==> src/logic/sink_driver_params.svh <==
`ifndef SINK_DRIVER_PARAMS_SVH
`define SINK_DRIVER_PARAMS_SVH

// number of driver channels
`define NUM_CHANNELS 8
// system clock period in ns (250 MHz)
`define CLOCK_PERIOD_NS 4
// least pulse width of the flop clock and clear, in ns
`define MIN_PULSE_NS 30
// least pulse width in system cycles, rounded up
`define MIN_PULSE_CYC \
    ((`MIN_PULSE_NS + `CLOCK_PERIOD_NS - 1) / `CLOCK_PERIOD_NS)
// highest flop clock rate in MHz, and its least period in ns
`define MAX_FLOP_CLK_MHZ 20
`define MIN_FLOP_PERIOD_NS (1000 / `MAX_FLOP_CLK_MHZ)
// least flop clock period in system cycles, rounded up
`define MIN_FLOP_PERIOD_CYC \
    ((`MIN_FLOP_PERIOD_NS + `CLOCK_PERIOD_NS - 1) / `CLOCK_PERIOD_NS)
// width of the pulse and period counters
`define CNT_W 4
// value of the stored bits after a clear
`define STORE_CLEAR_VAL 8'h00

`endif

==> src/logic/sink_driver_pkg.sv <==
package sink_driver_pkg;

    // level phase of the sampled flop clock, one-hot
    typedef enum logic [1:0]
    {
        PH_LOW = 2'b01,
        PH_HIGH = 2'b10
    } clk_phase_t;

endpackage

==> src/logic/sink_channel.sv <==
`timescale 1ns/1ns
`include "sink_driver_params.svh"

// one storage flop of a driver channel
module sink_channel
    import sink_driver_pkg::*;
(
    input wire logic clk,
    input wire logic rst_b,
    input wire logic clear_n,
    input wire logic capture,
    input wire logic data_in,
    output logic stored_q
);

    // next stored value
    logic stored_d;

    // clear beats capture, capture beats hold
    assign stored_d = !clear_n ? 1'b0 : (capture ? data_in : stored_q);

    // storage flop, async system reset to the released state
    always_ff @(posedge clk or negedge rst_b)
    begin
        if (!rst_b)
        begin
            stored_q <= 1'b0;
        end
        else
        begin
            stored_q <= stored_d;
        end
    end

endmodule

==> src/logic/octal_latched_sink_driver.sv <==
`timescale 1ns/1ns
`include "sink_driver_params.svh"

// What this block does
// - eight channels, one flop each, shared clock/clear
// - clear low releases all sinks at once
// - rising flop clock stores data; high sinks
// - no rising edge keeps prior output level
module octal_latched_sink_driver
    import sink_driver_pkg::*;
(
    input wire logic CLOCK,
    input wire logic RST_B,
    input wire logic FLOP_RESET_N,
    input wire logic FLOP_CLK,
    input wire logic [7:0] CHANNEL_DATA_IN,
    input wire logic [7:0] SINK_OUTPUT_N_I,
    output logic [7:0] SINK_OUTPUT_N_O,
    output logic [7:0] SINK_OUTPUT_N_OE,
    output logic WIDTH_VIOLATION,
    output logic RATE_VIOLATION
);

    // counter limits at counter width
    localparam logic [`CNT_W-1:0] PULSE_MIN = `CNT_W'(`MIN_PULSE_CYC);
    localparam logic [`CNT_W-1:0] PERIOD_MIN =
        `CNT_W'(`MIN_FLOP_PERIOD_CYC);
    localparam logic [`CNT_W-1:0] CNT_TOP = {`CNT_W{1'b1}};

    // saturating increment, used by all three counters
    function automatic logic [`CNT_W-1:0] sat_inc
    (
        input logic [`CNT_W-1:0] v
    );
        sat_inc = (v == CNT_TOP) ? v : v + `CNT_W'(1);
    endfunction

    // previous sample of the flop clock pin
    logic flop_clk_q;
    // phase tracker of the flop clock
    clk_phase_t phase_q;
    clk_phase_t phase_d;
    // cycles spent in the current flop clock level
    logic [`CNT_W-1:0] level_cnt_q;
    logic [`CNT_W-1:0] level_cnt_d;
    // cycles since the last rising flop clock edge
    logic [`CNT_W-1:0] period_cnt_q;
    logic [`CNT_W-1:0] period_cnt_d;
    // a rising edge has been seen, so the period count is meaningful
    logic seen_rise_q;
    // cycles the clear has been low
    logic [`CNT_W-1:0] clr_cnt_q;
    logic [`CNT_W-1:0] clr_cnt_d;
    logic flop_reset_n_q;
    // registered violation flags
    logic width_viol_q;
    logic rate_viol_q;
    // stored channel bits
    logic [`NUM_CHANNELS-1:0] state_q;

    // decoded edges of the sampled pins
    wire rise_w = FLOP_CLK && !flop_clk_q;
    wire fall_w = !FLOP_CLK && flop_clk_q;
    wire clr_release_w = FLOP_RESET_N && !flop_reset_n_q;
    // a capture needs the clear released in the same cycle
    wire capture_w = rise_w && FLOP_RESET_N;
    // a level that ended before the least width
    wire clk_short_w = (rise_w || fall_w) && (level_cnt_q < PULSE_MIN);
    wire clr_short_w = clr_release_w && (clr_cnt_q < PULSE_MIN);
    // two rising edges closer than the least period
    wire rate_w = rise_w && seen_rise_q && (period_cnt_q < PERIOD_MIN);

    // eight identical channels on one clock and one clear
    genvar ch;
    generate
        for (ch = 0; ch < `NUM_CHANNELS; ch++)
        begin : g_chan
            sink_channel u_chan
            (
                .clk(CLOCK),
                .rst_b(RST_B),
                .clear_n(FLOP_RESET_N),
                .capture(capture_w),
                .data_in(CHANNEL_DATA_IN[ch]),
                .stored_q(state_q[ch])
            );
        end
    endgenerate

    // open drain: the pin is only ever pulled low
    assign SINK_OUTPUT_N_O = 8'h00;
    // clear gates the sinks at once, not one cycle late
    assign SINK_OUTPUT_N_OE = state_q & {8{FLOP_RESET_N}};
    assign WIDTH_VIOLATION = width_viol_q;
    assign RATE_VIOLATION = rate_viol_q;

    // phase tracker follows the sampled pin
    always_comb
    begin
        phase_d = phase_q;
        case (phase_q)
            PH_LOW:
            begin
                // only a rise leaves low
                if (rise_w)
                begin
                    phase_d = PH_HIGH;
                end
            end
            PH_HIGH:
            begin
                // a fall goes back without any capture
                if (fall_w)
                begin
                    phase_d = PH_LOW;
                end
            end
            default:
            begin
                phase_d = PH_LOW;
            end
        endcase
    end

    // level count restarts on every level change, period count on a rise, clear count while released
    assign level_cnt_d = (rise_w || fall_w) ? `CNT_W'(1)
                                            : sat_inc(level_cnt_q);
    assign period_cnt_d = rise_w ? `CNT_W'(1) : sat_inc(period_cnt_q);
    assign clr_cnt_d = FLOP_RESET_N ? `CNT_W'(0) : sat_inc(clr_cnt_q);

    // pin history and phase
    always_ff @(posedge CLOCK or negedge RST_B)
    begin
        if (!RST_B)
        begin
            flop_clk_q <= 1'b0;
            flop_reset_n_q <= 1'b1;
            phase_q <= PH_LOW;
        end
        else
        begin
            flop_clk_q <= FLOP_CLK;
            flop_reset_n_q <= FLOP_RESET_N;
            phase_q <= phase_d;
        end
    end

    // counters; a saturated count simply means long enough
    always_ff @(posedge CLOCK or negedge RST_B)
    begin
        if (!RST_B)
        begin
            level_cnt_q <= CNT_TOP;
            period_cnt_q <= CNT_TOP;
            clr_cnt_q <= `CNT_W'(0);
            seen_rise_q <= 1'b0;
        end
        else
        begin
            level_cnt_q <= level_cnt_d;
            period_cnt_q <= period_cnt_d;
            clr_cnt_q <= clr_cnt_d;
            seen_rise_q <= seen_rise_q || rise_w;
        end
    end

    // violation pulses only report; the capture still happens,
    // because a real part would not refuse a short pulse either
    always_ff @(posedge CLOCK or negedge RST_B)
    begin
        if (!RST_B)
        begin
            width_viol_q <= 1'b0;
            rate_viol_q <= 1'b0;
        end
        else
        begin
            width_viol_q <= clk_short_w || clr_short_w;
            rate_viol_q <= rate_w;
        end
    end
endmodule

==> config.mk <==
export PLATFORM = sky130hd
export DESIGN_NAME = octal_latched_sink_driver
export DESIGN_NICKNAME = d
export VERILOG_FILES = /design/src/logic/sink_driver_pkg.sv /design/src/logic/sink_channel.sv /design/src/logic/octal_latched_sink_driver.sv
export VERILOG_INCLUDE_DIRS = /design/src /design/src/logic
export SDC_FILE = /design/constraint.sdc
export NUM_CORES = 1
export LEC_CHECK = 0
export ABC_AREA = 1
export BUFFER_PORTS_ARGS = -buffer_cell sky130_fd_sc_hd__buf_2
export CELL_PAD_IN_SITES_DETAIL_PLACEMENT = 1
export CELL_PAD_IN_SITES_GLOBAL_PLACEMENT = 2
export CORE_MARGIN = 2
export CORE_UTILIZATION = 28
export DETAILED_ROUTE_END_ITERATION = 8
export PLACE_DENSITY_LB_ADDON = 0.1
export SLEW_MARGIN = 20
export SYNTH_ARGS = -nofsm -noshare
export SYNTH_HDL_FRONTEND = slang
export SYNTH_SLANG_ARGS = --single-unit
==> constraint.sdc <==
create_clock -name CLOCK -period 1.4 [get_ports CLOCK]
set_input_delay 0.28 -clock CLOCK [delete_from_list [all_inputs] [get_ports CLOCK]]
set_output_delay 0.28 -clock CLOCK [all_outputs]
set_load 0.005 [all_outputs]
==> After elaboration in Yosys (flattened, before gate mapping) <==
Index checks and enable logic that the tools add are counted.
{ "totals": {"ff_bits": 25, "in_bits": 20, "output_inout_bits": 18, "word_cells": 66} }
{ "classes": {"addsub": 3, "magnitude_cmp": 3, "eq_ne": 7, "n_mux": 22, "bitwise": 1, "n_reduce_logical": 14} }
{ "op_table": {"columns": ["operator", "count"], "rows": [
  ["2-to-1 mux 4 bit", 6],
  ["2-to-1 mux 1 bit", 16],
  ["adder 4 x 1 -> 4 bit (second input constant)", 3],
  ["== test 4 bit (second input constant)", 3],
  ["< comparator 4 bit (second input constant)", 3],
  ["AND 8 bit", 1],
  ["logical AND 1 bit", 8],
  ["inequality test 2 bit (second input constant)", 3],
  ["logical NOT 1 bit", 3],
  ["logical OR 1 bit", 3],
  ["inequality test 2 x 1 -> 1 bit (second input constant)", 1]
]} }

==> Longest topological paths before layout <==
{ "logic_depth": {"word_depth": 5, "mapped_depth": 6, "ltp_nobuf": 6} }

==> Cells and area by module <==
A second synthesis with hierarchy kept.
{ "unflattened": {"cells_unflattened": 161, "area_unflattened_um2": 1280.0} }
{ "by_module_without_submodules": {"columns": ["module", "instances", "cells_each", "area_per_inst_um2", "seq_area_each_um2"], "rows": [
  ["octal_latched_sink_driver", 1, 121, 939.7, 436.7],
  ["sink_channel", 8, 5, 42.5, 25.0]
]} }

==> Worst setup path after synthesis <==
Ideal clock, no wire load.
{ "synth_path": {"path_kind": "register to register", "start": "register level_cnt_q[0]", "end": "register level_cnt_q[1]", "arrival_time_ps": 1013, "path_slack_ps": 308, "stages_incl_launch_ff": 6, "n_path_buf": 0, "synth_period_minus_slack_ps": 1092, "path_cell_list": "dfstp_2 -> ha_1 -> nand2_1 -> nor2_2 -> nand2_1 -> o21ai_0"} }
{ "synth_between": {"elab_chain_len": 3, "word_cells_on_any_way": 5, "classes_between": "add/sub (1); eq/ne (2); mux (2)"} }
{ "synth_rtl": {"columns": ["item", "line", "rtl"], "rows": [
  ["start: declaration", "octal_latched_sink_driver.sv:44", "logic [`CNT_W-1:0] level_cnt_q;"],
  ["start signal: assignment", "octal_latched_sink_driver.sv:160", "level_cnt_q <= level_cnt_d;"],
  ["adder 4 x 1 -> 4 bit", "octal_latched_sink_driver.sv:35", "sat_inc = (v == CNT_TOP) ? v : v + `CNT_W'(1);"],
  ["2-to-1 mux 4 bit", "octal_latched_sink_driver.sv:35", null],
  ["2-to-1 mux 4 bit", "octal_latched_sink_driver.sv:126", "assign level_cnt_d = (rise_w || fall_w) ? `CNT_W'(1)"]
]} }
Parallel ways exist; a longest one is shown, timed or not. The select of a mux whose other input is x is not followed.
A chain may end at the register's enable or synchronous reset.

==> Final worst setup path <==
Same ends and word-level chain as after synthesis.

==> metrics.yaml <==
run_status:
  status: "finished, final reports clean"
sta:
  fin_hold_ws_ns: 0.00905
  setup_slack_ns: 0.174
  finalCritPeriodShare_pct: 87.6
  tns_ns: 0
  fmax_ghz: 0.816
  setup_viol: 0
  tightest_slew_ns: 0.587
  finalCriticalPeriod_ns: 1.23
  maxSlewViolCount: 0
  clock_skew_ns: 0.00624
  hold_viol_final: 0
  slew_headroom_pct: 60.9
  grt_setup_unrepaired: "false"
clock_tree:
  cts_tree: "yes"
  cts_buffer_depth: 2
  cts_resized: 0
  numCtsBuffers: 3
  clk_latency_ns: 0.26
  cts_hold_buf: 0
  path_clk_slew_ns: 0.09
  root_buffer: "clkbuf_8"
  cts_setup_buffers: 0
  htreeDepth: 1
  cts_sinks: 25
placed_design:
  port_buffers: 21
  hpwl_mm: 1.90
  post-place-ws_ns: 0.176
  place_area_um2: 1380
  gp_congestion: 0.777
pwr:
  leakage_nw: 0.801
  power_per_cell_area_nw_per_um2: 1200
  vdd_ir_drop_max_mv: 0.413
global_route:
  grt_pass1_vias: 1038
  grt-ovfl-total: 0
  grt_pass1_wl_mm: 4.59
  antenna_found_initial: 0
  grt_util_all_layers_pct: 11.3
  grt_start_max_net_pins: 26
floorplan:
  chipWidth_um: 71.3
  ios: 38
  core_um2: 4350
  die_y_um: 71.3
  num_rows: 24
  dieArea_um2: 5090
  initial_core_util_pct: 29.2
min_path:
  hp-class: "primary input to asynchronous set/reset pin"
drt:
  drc: 0
  post_drt_wl_per_cell_um: 11.3
  drt_first_pass_iters: 3
  vias: 986
  ant_nets: 0
  vias_per_cell: 4.31
  drt_wl_total_mm: 2.58
  dr.first_iter.drc_count: 29
finish:
  final_cell_mix: "nand2_1, nor2_1, inv_1, buf_2, dfrtp_1"
  fin_util_pct: 32.8
  layout-drive-gt1-share_pct: 22.6
  final_common_cell: "nand2_1"
  nNetsFinal: 203
  area_delta_synth_final_pct: 12.6
  n_antenna_cell: 0
  final_area_um2: 1430
job:
  drv_cap: 0
critical_path:
  max_stage_delay_ns: 0.57
  cp.required_ns: 1.59
  cp-end-kind: "register"
  crit_path_start_kind: "register"
  crit_family: "flip-flops"
  crit_chain: "ha_1 > nand2_1 > nor2_2 > nand2_1 > o21ai_0"
  critPathKind: "register to register"
  worstPathMaxFanout: 4
  arrival_ns: 1.42
  crit_top_cell: "nand2_1"
  crit_slowest_cell: "dfstp_2"
  critPathBufInv: 0
synth:
  syn_area_um2: 1270
  synth_warnings: 0
  ys_ff_latch: 25
  syn_avg_cell_area_um2: 8.19
  ys_seq_area_share_pct: 50.1
  synthCells: 155
  synth_cell_types: 19
cell usage after synthesis (all sizes together):
cell type	count	share of area [%]
nand2	33	10
o21bai	1	0.59
nor2	26	7.9
o22ai	1	0.49
nand4	2	0.99
buf	12	7.7
conb	1	0.30
o21ai	14	5.5
ha	5	4.9
nand3	9	3.5
dfrtp	16	32
dfstp	9	19
a21oi	3	1.2
inv	23	6.8
metal layers:
layer  routed length (um)  global-route usage [%]  share of wire [%]
met1                 1280                    14.5                 49
met2                 1190                    19.0                 46
met3                   97                    2.25                3.8
met4                   17                    3.77               0.66
met5                    0                       0                  0
stage by stage:
| stage | power [mW] | std cells |
|---|---|---|
| finish | 1.71 | 229 |
| global route | 1.86 | 229 |
| CTS | 1.77 | 229 |
| detailed placement | 1.32 | 225 |
| global placement | 1.30 | 225 |
| floorplan | 1.21 | 162 |
path summary, 6_finish.rpt:
check                               startpoint                         to  slack, ns  cells after the start
worst max-delay path            level_cnt_q[0]             level_cnt_q[1]       0.17                      5
worst min-delay path                     RST_B                 flop_clk_q      0.009                      1
worst max register to register  level_cnt_q[0]             level_cnt_q[1]       0.17                      5
worst min register to register     seen_rise_q                seen_rise_q       0.46                      2
max in group asynchronous                RST_B  g_chan[7].u_chan.stored_q       1.01                      1
min in group CLOCK                    FLOP_CLK                 flop_clk_q       0.14                      1
flip-flops by register name, indices dropped and copies added, names as in the netlist:
name and cells:
WIDTH_VIOLATION 1, period_cnt_q 4, seen_rise_q 1, clr_cnt_q 4, RATE_VIOLATION 1, flop_clk_q 1, level_cnt_q 4, flop_reset_n_q 1
g_chan.u_chan.stored_q 8
power by group:
group          total, mW  leakage [nW]  internal (mW)  switching (mW)
logic              0.320         0.477          0.129           0.190
clock network      0.418        0.0255          0.199           0.219
registers          0.974         0.298          0.877          0.0970
total               1.71         0.801           1.20           0.507
cells by family after synthesis:
family	Yosys count	share of synthesized area [%]
adders and majority gates	5	4.93
AOI/OAI and AO/OA	19	7.78
and+or+nand+nor	70	22.4
DFF	25	50.1
other	1	0.295
buffers and inverters	35	14.5
cell type report:
cell class                 count  area (um^2)
clock buffer                   3         41.3
clock inverter                 1         5.00
fill                         548         2920
inverter                      23         86.3
multi-input combinational    102          475
sequential                    25          637
tap                           52         65.1
timing repair buffer          23          120
Note: power is estimated with default switching activity, not from simulation.
